===== config.mk =====
export PLATFORM = sky130hd
export DESIGN_NAME = xim_exec
export DESIGN_NICKNAME = d
export VERILOG_FILES = /design/src/rtl/xim_pkg.sv /design/src/rtl/xim_exec.sv
export SDC_FILE = /design/constraint.sdc
export NUM_CORES = 1
export LEC_CHECK = 0
export CAP_MARGIN = 0
export CORE_MARGIN = 4
export CORE_UTILIZATION = 50
export DETAILED_ROUTE_END_ITERATION = 7
export DONT_BUFFER_PORTS = 1
export PLACE_DENSITY = 0.66
export SLEW_MARGIN = 15
export SYNTH_ARGS = -nofsm -noshare
export SYNTH_HDL_FRONTEND = slang
export SYNTH_SLANG_ARGS = --single-unit

===== constraint.sdc =====
create_clock -name clk_sys -period 5.75 [get_ports clk_sys]
set_clock_uncertainty 0.15 [all_clocks]
set_input_delay 0.2875 -clock clk_sys [delete_from_list [all_inputs] [get_ports clk_sys]]
set_output_delay 0.2875 -clock clk_sys [all_outputs]
set_load 0.01 [all_outputs]

===== src/rtl/xim_pkg.sv =====
// Constants and carriers for the extended indexed move / push unit.
// Assumes one clock with four phases per instruction cycle.
package xim_pkg;

  localparam int unsigned ADDR_W = 12;
  localparam int unsigned PC_W = 21;

  // Opcode fields
  localparam logic [7:0] OP_IDX_MOVE = 8'heb;
  localparam logic [7:0] OP_PUSH_LIT = 8'hfa;
  localparam logic [3:0] OP_SECOND = 4'hf;
  localparam logic [15:0] OP_CALL_W = 16'h0014;
  localparam int unsigned SEL_BIT = 7;
  localparam int unsigned WORD_W = 16;
  localparam int unsigned OPC_LSB = 8;
  localparam int unsigned SEC_LSB = 12;
  localparam int unsigned OFF_W = 7;

  // Indirect addressing register window
  localparam logic [ADDR_W-1:0] IND_LO = 12'hfe0;
  localparam logic [ADDR_W-1:0] IND_HI = 12'hfef;

  localparam logic [ADDR_W-1:0] SSP_RESET = 12'h000;
  localparam logic [7:0] FORCED_DATA = 8'h00;
  localparam logic [PC_W-1:0] RET_STEP = 21'h000002;
  localparam logic [ADDR_W-1:0] SSP_STEP = 12'h001;

  typedef enum logic [3:0] {
    PH_Q1 = 4'b0001,
    PH_Q2 = 4'b0010,
    PH_Q3 = 4'b0100,
    PH_Q4 = 4'b1000
  } xim_phase_t;

  typedef enum logic [3:0] {
    ST_FIRST = 4'b0001,
    ST_ABS2 = 4'b0010,
    ST_IDX2 = 4'b0100,
    ST_CALL2 = 4'b1000
  } xim_state_t;

  typedef struct packed {
    logic rd;
    logic wr;
    logic [ADDR_W-1:0] addr;
    logic [7:0] wdata;
  } xim_mem_req_t;

  typedef struct packed {
    logic push;
    logic [PC_W-1:0] push_value;
    logic load;
    logic [PC_W-1:0] load_value;
  } xim_pc_req_t;

endpackage


===== src/rtl/xim_exec.sv =====
// Execution unit for indexed moves, literal push and call through W.
// Assumes the core presents each instruction word during Q1 and that
// data memory answers a read within the same phase.
// What this block does
// - Call via W pushes PC+2, then loads PC from W and latches, 2 cycles.
// - Absolute move word one is 1110 1011 0 plus a 7-bit stack offset.
// - Absolute move destination is the 12-bit literal of 1111 word two.
// - Absolute move source and destination span all 4096 bytes.
// - A source on an indirect register reads as 00h for either move.
// - Indexed move words are 1 and source offset, then 1111 and dest offset.
// - Indexed move with an indirect destination still reads its source but writes nothing.
// - Push literal 1111 1010 k writes k at the stack pointer address.
// - Push literal then decrements the stack pointer by one, one cycle.
module xim_exec (
  // Clock and reset
  input wire logic clk_sys,
  input wire logic srst,
  // Instruction stream
  input wire logic instr_valid,
  input wire logic [15:0] instr_word,
  // Core state
  input wire logic [7:0] working_register,
  input wire logic [xim_pkg::PC_W-1:0] pc_current,
  input wire logic [7:0] pc_latch_high,
  input wire logic [4:0] pc_latch_upper,
  input wire logic ssp_load,
  input wire logic [xim_pkg::ADDR_W-1:0] ssp_load_value,
  // Data memory
  input wire logic [7:0] mem_rdata,
  output xim_pkg::xim_mem_req_t mem_req,
  // Program counter and return stack
  output xim_pkg::xim_pc_req_t pc_req,
  // Status
  output logic [3:0] phase,
  output logic busy,
  output logic [xim_pkg::ADDR_W-1:0] software_stack_pointer
);

  xim_pkg::xim_phase_t phase_q, phase_d;
  xim_pkg::xim_state_t state_q, state_d;
  xim_pkg::xim_mem_req_t mem_q, mem_d;
  xim_pkg::xim_pc_req_t pc_q, pc_d;
  logic [xim_pkg::ADDR_W-1:0] ssp_q, ssp_d;
  logic [xim_pkg::ADDR_W-1:0] src_q, src_d;
  logic [xim_pkg::ADDR_W-1:0] dst_q, dst_d;
  logic [7:0] data_q, data_d;
  logic [7:0] lit_q, lit_d;
  logic src_ind_q, src_ind_d;
  logic dst_ind_q, dst_ind_d;
  logic push_q, push_d;
  logic call_q, call_d;
  logic busy_q;

  // Phase strobes
  wire logic at_q1 = (phase_q == xim_pkg::PH_Q1);
  wire logic at_q2 = (phase_q == xim_pkg::PH_Q2);
  wire logic at_q3 = (phase_q == xim_pkg::PH_Q3);
  wire logic at_q4 = (phase_q == xim_pkg::PH_Q4);
  wire logic take = at_q1 && instr_valid;

  // Decode of the word on the bus
  // indexed-to-absolute prefix
  wire logic [7:0] opc = instr_word[xim_pkg::WORD_W-1:xim_pkg::OPC_LSB];
  wire logic is_idx = (opc == xim_pkg::OP_IDX_MOVE);
  wire logic is_abs1 = is_idx && !instr_word[xim_pkg::SEL_BIT];
  wire logic is_rel1 = is_idx && instr_word[xim_pkg::SEL_BIT];
  wire logic is_push = (opc == xim_pkg::OP_PUSH_LIT);
  wire logic is_call = (instr_word == xim_pkg::OP_CALL_W);
  wire logic is_second =
    (instr_word[xim_pkg::WORD_W-1:xim_pkg::SEC_LSB] == xim_pkg::OP_SECOND);

  // Address arithmetic, wraps inside the 4096-byte space
  // full 12-bit address space
  wire logic [xim_pkg::ADDR_W-1:0] offset = {
    {(xim_pkg::ADDR_W - xim_pkg::OFF_W){1'b0}},
    instr_word[xim_pkg::OFF_W-1:0]
  };
  wire logic [xim_pkg::ADDR_W-1:0] off_addr = ssp_q + offset;
  wire logic off_ind =
    (off_addr >= xim_pkg::IND_LO) && (off_addr <= xim_pkg::IND_HI);
  wire logic [xim_pkg::ADDR_W-1:0] abs_addr =
    instr_word[xim_pkg::ADDR_W-1:0];
  wire logic [xim_pkg::PC_W-1:0] ret_addr =
    pc_current + xim_pkg::RET_STEP;
  wire logic [xim_pkg::PC_W-1:0] call_target =
    {pc_latch_upper, pc_latch_high, working_register};

  // Phase ring
  always_comb begin
    case (phase_q)
      xim_pkg::PH_Q1: phase_d = xim_pkg::PH_Q2;
      xim_pkg::PH_Q2: phase_d = xim_pkg::PH_Q3;
      xim_pkg::PH_Q3: phase_d = xim_pkg::PH_Q4;
      xim_pkg::PH_Q4: phase_d = xim_pkg::PH_Q1;
      default: phase_d = xim_pkg::PH_Q1;
    endcase
  end

  // Sequencing and captured operands
  always_comb begin
    state_d = state_q;
    src_d = src_q;
    dst_d = dst_q;
    lit_d = lit_q;
    src_ind_d = src_ind_q;
    dst_ind_d = dst_ind_q;
    push_d = push_q;
    call_d = call_q;
    data_d = data_q;
    if (at_q1) begin
      push_d = 1'b0;
      call_d = 1'b0;
      case (state_q)
        xim_pkg::ST_FIRST: begin
          if (take && (is_abs1 || is_rel1)) begin
            // source from stack pointer plus offset
            src_d = off_addr;
            src_ind_d = off_ind;
            state_d = is_abs1 ? xim_pkg::ST_ABS2 : xim_pkg::ST_IDX2;
          end else if (take && is_push) begin
            lit_d = instr_word[xim_pkg::OPC_LSB-1:0];
            push_d = 1'b1;
          end else if (take && is_call) begin
            call_d = 1'b1;
            state_d = xim_pkg::ST_CALL2;
          end
        end
        xim_pkg::ST_ABS2: begin
          dst_d = abs_addr;
          dst_ind_d = !(take && is_second);
          state_d = xim_pkg::ST_FIRST;
        end
        xim_pkg::ST_IDX2: begin
          // destination from stack pointer plus offset
          dst_d = off_addr;
          dst_ind_d = off_ind || !(take && is_second);
          state_d = xim_pkg::ST_FIRST;
        end
        xim_pkg::ST_CALL2: state_d = xim_pkg::ST_FIRST;
        default: state_d = xim_pkg::ST_FIRST;
      endcase
    end
    if (at_q4 && (state_q != xim_pkg::ST_FIRST) && mem_q.rd) begin
      data_d = mem_rdata;
    end else if (at_q4 && src_ind_q) begin
      data_d = xim_pkg::FORCED_DATA;
    end
  end

  // Bus requests, set one edge early so they stand during their phase
  always_comb begin
    mem_d = '0;
    pc_d = '0;
    ssp_d = ssp_q;
    if (at_q3 && !src_ind_q &&
        (state_q == xim_pkg::ST_ABS2 || state_q == xim_pkg::ST_IDX2)) begin
      // source read in Q4 of cycle one
      mem_d.rd = 1'b1;
      mem_d.addr = src_q;
    end
    if (at_q3 && state_q == xim_pkg::ST_FIRST && !dst_ind_q) begin
      // destination write in Q4 of cycle two
      mem_d.wr = 1'b1;
      mem_d.addr = dst_q;
      mem_d.wdata = data_q;
    end
    if (at_q3 && push_q) begin
      mem_d.wr = 1'b1;
      mem_d.addr = ssp_q;
      mem_d.wdata = lit_q;
    end
    if (at_q2 && call_q) begin
      // return address onto the return stack in Q3
      pc_d.push = 1'b1;
      pc_d.push_value = ret_addr;
    end
    if (at_q3 && call_q) begin
      // new program counter from W and latches
      pc_d.load = 1'b1;
      pc_d.load_value = call_target;
    end
    if (at_q4 && push_q) begin
      ssp_d = ssp_q - xim_pkg::SSP_STEP;
    end else if (ssp_load) begin
      ssp_d = ssp_load_value;
    end
  end

  always_ff @(posedge clk_sys) begin
    if (srst) begin
      phase_q <= xim_pkg::PH_Q1;
      state_q <= xim_pkg::ST_FIRST;
      mem_q <= '0;
      pc_q <= '0;
      ssp_q <= xim_pkg::SSP_RESET;
      src_q <= '0;
      dst_q <= '0;
      data_q <= '0;
      lit_q <= '0;
      src_ind_q <= 1'b0;
      dst_ind_q <= 1'b1;
      push_q <= 1'b0;
      call_q <= 1'b0;
      busy_q <= 1'b0;
    end else begin
      phase_q <= phase_d;
      state_q <= state_d;
      mem_q <= mem_d;
      pc_q <= pc_d;
      ssp_q <= ssp_d;
      src_q <= src_d;
      dst_q <= dst_d;
      data_q <= data_d;
      lit_q <= lit_d;
      src_ind_q <= src_ind_d;
      dst_ind_q <= (at_q4 && state_q == xim_pkg::ST_FIRST) ? 1'b1 : dst_ind_d;
      push_q <= push_d;
      call_q <= call_d;
      busy_q <= (state_d != xim_pkg::ST_FIRST);
    end
  end

  // Registered outputs
  assign mem_req = mem_q;
  assign pc_req = pc_q;
  assign phase = phase_q;
  assign busy = busy_q;
  assign software_stack_pointer = ssp_q;

endmodule


==> impl_metrics.py, run 1 <==
metrics = {
    "finish": {
        "multi_input_area_sq_um": 2700,
        "fillers": 815,
        "layout.nets": 809,
        "ff_latch_area_sq_um": 2620,
        "syn2layout_area_growth_pct": 29.7,
        "antennaDiodeCount": 0,
        "drive_above_1_share_pct": 6.31,
    },
    "global_route": {
        "grt_overflow_total": 0,
        "antenna_found_initial": 0,
        "grt_pass1_vias": 4992,
        "track_usage_pct": 26.2,
        "grt_pass1_wl_um": 26400,
        "grt_max_degree": 76,
    },
    "logic_synthesis": {
        "synth.distinct_cells": 53,
        "syn_nets": 722,
        "yosysWarnings": 0,
        "synth_area_leader_cell": "dfxtp_1",
        "synth-edff-count": 0,
        "yosys.area.top_type_share_pct": 47.8,
        "synth_area_leaders": "dfxtp_1 (48%), nor2_1 (6.7%), nand2_1 (4.5%), and3_1 (3.3%), mux2i_1 (3.3%)",
        "ys_seq_elements": 131,
        "ys_seq_area_share_pct": 47.8,
        "yosys-top-cells-count": "dfxtp_1 (131), nor2_1 (98), nand2_1 (66), a21oi_1 (32), and3_1 (29)",
        "syn_avg_cell_area_sq_um": 8.71,
        "synthCells": 630,
        "ys.flop_type": "dfxtp_1",
        "synthesis.area_sq_um": 5490,
        "async_flop_share_pct": 0,
        "synth.most_common_cell": "dfxtp_1",
    },
    "timing": {
        "tightest_slew_ns": 1.01,
        "setup_viol": 0,
        "relSlewSlack_pct": 32.4,
        "period_minus_slack_ns": 3.09,
        "tns_ns": 0,
        "rsz0062_at_grt": "no",
        "slew_viol_final": 0,
        "hold_ws_ns": 0.0173,
        "hold_viol_final": 0,
        "finalCritPeriodShare_pct": 53.7,
        "clock.fmax_mhz": 324,
    },
    "die": {
        "coreArea_sq_um": 10500,
        "die_w_um": 113,
        "start_util_pct": 52.2,
        "std_cell_rows": 37,
        "die_h_um": 113,
        "ios": 165,
        "die_area_sq_um": 12700,
    },
    "status": {
        "status": "completed",
    },
    "clock_network": {
        "clock_latency_ns": 0.53,
        "root_buffer": "clkbuf_8",
        "htree_levels": 4,
        "cts_buffer_depth": 2,
        "clk_pin_slew_worst_paths_ns": 0.06,
        "clock_sink_count": 131,
        "cts_buffers": 17,
        "cts_tree": "done",
    },
    "flow_run": {
        "maxCapViolations": 0,
    },
    "detailed_routing": {
        "dr_total_vias": 5069,
        "wl_per_cell_um": 19.1,
        "ant_nets": 0,
        "drt-vias-per-instance": 5.86,
        "wl_um": 16600,
        "drc": 0,
        "firstDrtPassIters": 5,
        "drtIter0Drc": 339,
    },
    "setup_path": {
        "crit_type": "flop to flop",
        "r2r_slack_ns": 2.66,
        "critPathRequiredTime_ns": 6.08,
        "crit_fanout": 9,
        "reg2reg_from": "state_q[2]",
        "startpoint": "state_q[2]",
        "endpoint_kind": "flop",
        "worstPathArrival_ns": 3.41,
        "worstSetupStartpointType": "flop",
    },
    "pwr": {
        "total_leakage_power_nw": 2.66,
        "peakVddDrop_mv": 0.234,
        "power.density_nw_per_um2": 301,
    },
    "placed_design": {
        "hpwl_um": 10400,
        "numPortBuffers": 0,
        "gp_congestion": 0.936,
    },
    "hold_path": {
        "hp-class": "input port to flop",
        "hp-start": "pc_current[13]",
    },
}
[kinds of logic after synthesis]
group,Yosys count,share of synthesized area (%)
compound gates,125,14.9
xor+xnor,23,3.67
fa+ha+maj,10,2.42
buf+inv,45,3.19
flops,131,47.8
mux,18,3.28
simple gates,278,24.7
[flip-flops by register name, summed over array words and instances (netlist names)]
| register | cells |
|---|---|
| busy | 1 |
| call_q | 1 |
| data_q | 8 |
| dst_ind_q | 1 |
| dst_q | 12 |
| lit_q | 8 |
| mem_req | 22 |
| pc_req | 44 |
| phase | 4 |
| push_q | 1 |
| software_stack_pointer | 12 |
| src_ind_q | 1 |
| src_q | 12 |
| state_q | 4 |
[worst max-delay path, stage by stage (launching register included)]
cell,delay [ns]
dfxtp_1,0.38
or4b_2,0.79
and3_1,0.35
a21oi_1,0.57
a22oi_1,0.13
nor2_1,0.12
dlygate4sd3_1,0.54
[report_power, final]
group          switching (mW)  internal (mW)  leakage, nW
sequential             0.0250          0.917         1.06
clock                   0.393          0.635        0.267
combinational          0.0866         0.0863         1.33
total                   0.505           1.64         2.66
[cells in the final DEF (no fill, tap or decap), types with 4 or more instances in the layout]
| master | Yosys | routed |
|---|---|---|
| nand2_1 | 66 | 66 |
| xnor2_1 | 10 | 10 |
| a211oi_1 | 8 | 8 |
| nor2_1 | 98 | 96 |
| a21oi_1 | 32 | 32 |
| and2_1 | 4 | 4 |
| nand3b_1 | 4 | 4 |
| clkbuf_16 | 0 | 16 |
| o211ai_1 | 8 | 8 |
| xor2_1 | 13 | 13 |
| ha_1 | 9 | 9 |
| nor4b_1 | 6 | 6 |
| inv_1 | 12 | 12 |
| or3_1 | 8 | 8 |
| o21a_1 | 4 | 4 |
| and3_1 | 29 | 29 |
| nand4_1 | 8 | 8 |
| dfxtp_1 | 131 | 131 |
| nand3_1 | 9 | 9 |
| a221oi_1 | 4 | 4 |
| a22oi_1 | 18 | 18 |
| nor3_1 | 18 | 18 |
| mux2i_1 | 18 | 18 |
| dlygate4sd3_1 | 0 | 97 |
| o21ai_0 | 28 | 27 |
| nor4_1 | 7 | 6 |
[per-stage QoR]
stage,worst slack [ns],instances,util [%],area (sq um),power [mW]
after global routing,2.55,865,67.7,7120,2.22
final,2.66,865,67.7,7120,2.14
after floorplan,3.27,630,-,5490,1.04
after global placement,2.50,736,52.9,5560,1.06
after detailed placement,2.33,736,52.9,5560,1.06
after CTS,2.30,865,67.7,7110,2.14
[area by class of cell]
class	instances	share of cell area (%)
inverters	12	0.633
flip-flops and latches	131	36.8
clock buffers	22	6.36
clock inverters	9	1.49
multi-input cells	454	37.9
well taps	136	2.39
repair buffers	101	14.3
[layer usage]
layer	track usage [%]	part of all wire [%]	vias up
met3	6.74	6.3	44
met4	13.4	3.7	0
met1	32.9	42	2428
met5	0	0	-
li1	-	-	2410
met2	41.5	48	187
[worst paths after layout]
path,to,depth (start not counted)
worst min register to register,dst_q[9],2
worst min-delay path,pc_req[36],3
worst max register to register,data_q[4],6
worst max-delay path,data_q[4],6
[timing repair]
action,CTS,global route
hold buffers,98,0
hold endpoints to repair,127,0
gates resized for setup,0,0
setup buffers,0,0
(Power assumes the default switching activity.)
==> run 2: changes to the inputs <==
==> constraint.sdc (replaced) <==
create_clock -name clk_sys -period 3 [get_ports clk_sys]
set_clock_uncertainty 0.15 [all_clocks]
set_input_delay 0.15 -clock clk_sys [delete_from_list [all_inputs] [get_ports clk_sys]]
set_output_delay 0.15 -clock clk_sys [all_outputs]
set_load 0.01 [all_outputs]
==> impl_metrics.py, run 2 (synthesis results as in run 1) <==
metrics = {
    "global_route": {
        "grt_use_met3_pct": 7.33,
        "met1_usage_pct": 33.9,
        "grt_max_degree": 76,
        "track_usage_pct": 27.8,
        "grt_pass1_vias": 5386,
        "antenna_found_initial": 1,
        "use_met2_pct": 46.2,
        "grt_overflow_total": 0,
        "grt_pass1_wl_um": 28100,
        "busiest_layer": "met2",
    },
    "die": {
        "std_cell_rows": 37,
        "coreArea_sq_um": 10500,
        "die_area_sq_um": 12700,
        "start_util_pct": 52.2,
        "die_w_um": 113,
        "die_h_um": 113,
        "ios": 165,
    },
    "detailed_routing": {
        "drc": 0,
        "firstDrtPassIters": 5,
        "wl_per_cell_um": 19.7,
        "dr_total_vias": 5381,
        "ant_nets": 0,
        "drt-vias-per-instance": 5.94,
        "wl_um": 17800,
        "drtIter0Drc": 398,
    },
    "timing": {
        "finalCritPeriodShare_pct": 97.0,
        "hold_viol_final": 0,
        "rsz0062_at_grt": "no",
        "slew_viol_final": 0,
        "period_minus_slack_ns": 2.91,
        "relSlewSlack_pct": 49.2,
        "tns_ns": 0,
        "setup_viol": 0,
        "tightest_slew_ns": 0.756,
        "clock.fmax_mhz": 344,
    },
    "finish": {
        "largest_reg_flops": 44,
        "final_common_cell": "dfxtp_1",
        "mostFrequentLayoutCells": "dfxtp_1 (131), dlygate4sd3_1 (116), nor2_1 (98)",
        "layout.nets": 848,
        "syn2layout_area_growth_pct": 36.7,
        "final_core_util_pct": 71.4,
        "fillers": 738,
        "drive_above_1_share_pct": 8.97,
        "final_area_sq_um": 7500,
    },
    "placed_design": {
        "numPortBuffers": 0,
        "hpwl_um": 10600,
        "gp_congestion": 0.877,
        "place_area_sq_um": 5700,
    },
    "clock_network": {
        "clock_latency_ns": 0.54,
        "htree_levels": 4,
        "cts_buffers": 17,
        "clk_pin_slew_worst_paths_ns": 0.07,
        "cts_tree": "done",
        "clock_sink_count": 131,
        "cts_buffer_depth": 2,
        "root_buffer": "clkbuf_8",
    },
    "setup_path": {
        "worstPathArrival_ns": 3.18,
        "crit_fanout": 13,
        "crit_type": "flop to flop",
        "worstSetupStartpointType": "flop",
        "r2r_slack_ns": 0.09,
        "critPathRequiredTime_ns": 3.27,
        "endpoint_kind": "flop",
    },
    "flow_run": {
        "maxCapViolations": 0,
    },
    "hold_path": {
        "hp-class": "input port to flop",
    },
    "status": {
        "status": "completed",
    },
    "pwr": {
        "power.density_nw_per_um2": 568,
        "total_leakage_power_nw": 2.86,
        "peakVddDrop_mv": 0.340,
    },
}
==> run 2: cell types whose count changed in the layout (fill, tap and decap cells not counted), sizes merged, moves of 2 or more <==
cell,change
buf,+20
dlygate4sd3,+19
inv,+12
clkbuf,-5
clkinvlp,-3
clkinv,-2
==> run 2: worst paths after layout <==
kind                    start         end  cells past startpoint
setup / recovery     phase[3]      call_q                      5
hold / removal    instr_valid  state_q[0]                      5
setup reg to reg     phase[3]      call_q                      5
hold reg to reg      dst_q[9]    dst_q[9]                      2
==> run 2: critical path: stages (launching register included) <==
cell           delay (ns)
dfxtp_1              0.40
or4b_4               0.64
or4_1                0.68
a32oi_1              0.27
nor2_1               0.07
dlygate4sd3_1        0.58
==> run 2: metal layers <==
layer  part of all wire (%)  vias up
met1                     41     2549
li1                       -     2501
met2                     48      274
met5                      0        -
met4                    3.4        0
met3                    7.5       57
==> run 2: report_power, final <==
part           total, mW  internal, mW  switching, mW
Combinational      0.400         0.194          0.206
Sequential          1.78          1.76         0.0277
Clock               2.07          1.16          0.912
Total               4.26          3.11           1.15
==> run 2: what timing repair did <==
action / CTS / global route
resized for setup: 0 / 1
buffers inserted: 0 / 1
hold buffers: 117 / 0
hold endpoints to repair: 129 / 0
setup endpoints to repair: 0 / 2
==> run 2: final cells by class <==
| class | instances | area [sq um] | share of cell area, % |
|---|---|---|---|
| repair buffers | 140 | 1360 | 18.2 |
| multi-input cells | 454 | 2700 | 36.0 |
| clock inverters | 15 | 183 | 2.44 |
| well taps | 136 | 170 | 2.27 |
| clock buffers | 17 | 414 | 5.52 |
| diodes | 1 | 2.50 | 0.0334 |
| flip-flops and latches | 131 | 2620 | 35.0 |
| inverters | 12 | 45.0 | 0.601 |
==> run 2: through the flow <==
stage / hold slack (ns) / std cells / total power, mW / worst slack (ns)
final: 0.0268 / 906 / 4.26 / 0.0906
after CTS: 0.00442 / 904 / 4.26 / 0.188
after global placement: 0.0737 / 755 / 2.04 / 0.375
after floorplan: 0.0724 / 630 / 1.99 / 0.524
after global routing: 0.0623 / 906 / 4.39 / 0.0267
after detailed placement: 0.0748 / 755 / 2.04 / 0.316
==> run 3: changes to the inputs <==
--- a/config.mk
+++ b/config.mk
@@ -6,11 +6,13 @@
 export NUM_CORES = 1
 export LEC_CHECK = 0
 export CAP_MARGIN = 0
+export CORE_ASPECT_RATIO = 0.7
 export CORE_MARGIN = 4
 export CORE_UTILIZATION = 50
 export DETAILED_ROUTE_END_ITERATION = 7
 export DONT_BUFFER_PORTS = 1
 export PLACE_DENSITY = 0.66
+export SETUP_SLACK_MARGIN = 0.02
 export SLEW_MARGIN = 15
 export SYNTH_ARGS = -nofsm -noshare
 export SYNTH_HDL_FRONTEND = slang
==> impl_metrics.py, run 3 (synthesis results as in run 1) <==
metrics = {
    "status": {
        "status": "completed",
    },
    "setup_path": {
        "critical_path.most_common_cell": "dlygate4sd3_1",
        "endpoint_kind": "flop",
        "crit_fanout": 6,
        "cp_slowest_cell": "dlygate4sd3_1",
        "crit_family": "buffers and inverters",
        "worstPathArrival_ns": 2.97,
        "crit_path_max_incr_delay_ns": 0.60,
        "crit_buf_inv": 3,
        "worstSetupStartpointType": "input port",
        "path_cells": "dlygate4sd3_1 > nand3_1 > nor3_2 > nand4_1 > o21ai_0 > dlygate4sd3_1 > a21oi_1 > dlygate4sd3_1",
        "critPathRequiredTime_ns": 3.14,
        "r2r_slack_ns": 0.18,
        "crit_type": "input port to flop",
    },
    "finish": {
        "drive_above_1_share_pct": 8.81,
        "layout.nets": 830,
        "mostFrequentLayoutCells": "dfxtp_1 (131), dlygate4sd3_1 (100), nor2_1 (98)",
        "antennaDiodeCount": 0,
        "final_common_cell": "dfxtp_1",
        "largest_reg_flops": 44,
        "syn2layout_area_growth_pct": 33.3,
    },
    "die": {
        "ios": 165,
        "coreArea_sq_um": 10500,
        "die_area_sq_um": 12700,
        "std_cell_rows": 31,
        "die_h_um": 95.7,
        "start_util_pct": 52.2,
        "die_w_um": 133,
    },
    "detailed_routing": {
        "firstDrtPassIters": 5,
        "drc": 0,
        "drt-vias-per-instance": 5.75,
        "drt-met1-wl_um": 7400,
        "wl_met3_um": 1650,
        "route.met2.wl_um": 7680,
        "wl_per_cell_um": 18.8,
        "drtIter0Drc": 539,
        "dr_total_vias": 5161,
        "top_layer": "met4",
        "wl_um": 16900,
        "ant_nets": 0,
    },
    "timing": {
        "tns_ns": 0,
        "clock.fmax_mhz": 354,
        "finalCritPeriodShare_pct": 94.2,
        "period_minus_slack_ns": 2.83,
        "slew_viol_final": 0,
        "relSlewSlack_pct": 37.9,
        "tightest_slew_ns": 0.919,
        "rsz0062_at_grt": "no",
        "hold_viol_final": 0,
        "setup_viol": 0,
    },
    "placed_design": {
        "numPortBuffers": 0,
        "gp_congestion": 0.895,
        "hpwl_um": 10800,
    },
    "clock_network": {
        "root_buffer": "clkbuf_16",
        "cts_buffer_depth": 2,
        "clock_latency_ns": 0.41,
        "cts_buffers": 17,
        "clock_sink_count": 131,
        "cts_tree": "done",
        "clk_pin_slew_worst_paths_ns": 0.05,
        "htree_levels": 4,
    },
    "pwr": {
        "p_total_mw": 4.13,
        "peakVddDrop_mv": 0.470,
        "power.density_nw_per_um2": 565,
        "total_leakage_power_nw": 2.79,
    },
    "global_route": {
        "antenna_found_initial": 0,
        "grt_pass1_vias": 4837,
        "grt_max_degree": 76,
        "grt_overflow_total": 0,
        "grt_pass1_wl_um": 25800,
        "track_usage_pct": 26.1,
    },
    "hold_path": {
        "hp-class": "input port to flop",
    },
    "flow_run": {
        "maxCapViolations": 0,
    },
}
-- run 3: cell types whose count changed in the layout (fill, tap and decap cells not counted), moves of 2 or more --
| cell | before | now |
|---|---|---|
| buf_4 | 23 | 21 |
| clkinv_2 | 0 | 5 |
| clkinv_8 | 2 | 0 |
| clkinvlp_4 | 0 | 2 |
| dlygate4sd3_1 | 116 | 100 |
| inv_6 | 6 | 1 |
| inv_8 | 6 | 0 |
-- run 3: worst paths after layout --
path,endpoint,startpoint,cells past startpoint
hold / removal,pc_req[39],pc_current[14],4
setup reg to reg,busy,phase[0],6
hold reg to reg,dst_q[9],dst_q[9],2
setup / recovery,pc_req[42],pc_current[1],8
-- run 3: tightest hold or removal path, cell delays in order --
cell	delay (ns)
and3_1	0.18
nand2_1	0.08
xor2_1	0.06
nor2_1	0.07
-- run 3: layout make-up --
class,instances,area [sq um]
clock inverters,10,109
clock buffers,20,457
fillers,827,3200
multi-input cells,454,2710
well taps,148,185
flip-flops and latches,131,2620
repair buffers,122,1190
inverters,12,45.0
-- run 3: metal layers --
metal,up-vias,global-route usage (%)
li1,2452,-
met1,2435,35.1
met2,255,40.3
met3,19,9.49
met4,0,6.25
met5,-,0
-- run 3: repair_timing --
action / CTS / global route
setup endpoints to repair: 0 / 3
setup buffers: 0 / 0
resized for setup: 0 / 3
endpoints found under the hold margin: 126 / 0
hold buffers: 101 / 0
-- run 3: metrics by stage --
step	cell area (sq um)	worst slack, ns	util, %	hold WS (ns)	instances
floorplan	5490	0.524	-	0.0724	630
global placement	5710	0.358	54.3	0.0763	766
detailed placement	5710	0.248	54.3	0.0784	766
CTS	7300	0.159	69.5	0.000745	897
global route	7310	0.00592	69.6	0.0263	897
finish	7310	0.174	69.6	0.0206	897
-- run 3: where the power goes --
group / total [mW] / switching, mW / internal, mW / leakage [nW]
Sequential: 1.80 / 0.0383 / 1.76 / 1.06
Clock: 1.98 / 0.730 / 1.25 / 0.278
Combinational: 0.352 / 0.179 / 0.173 / 1.45
Total: 4.13 / 0.948 / 3.18 / 2.79
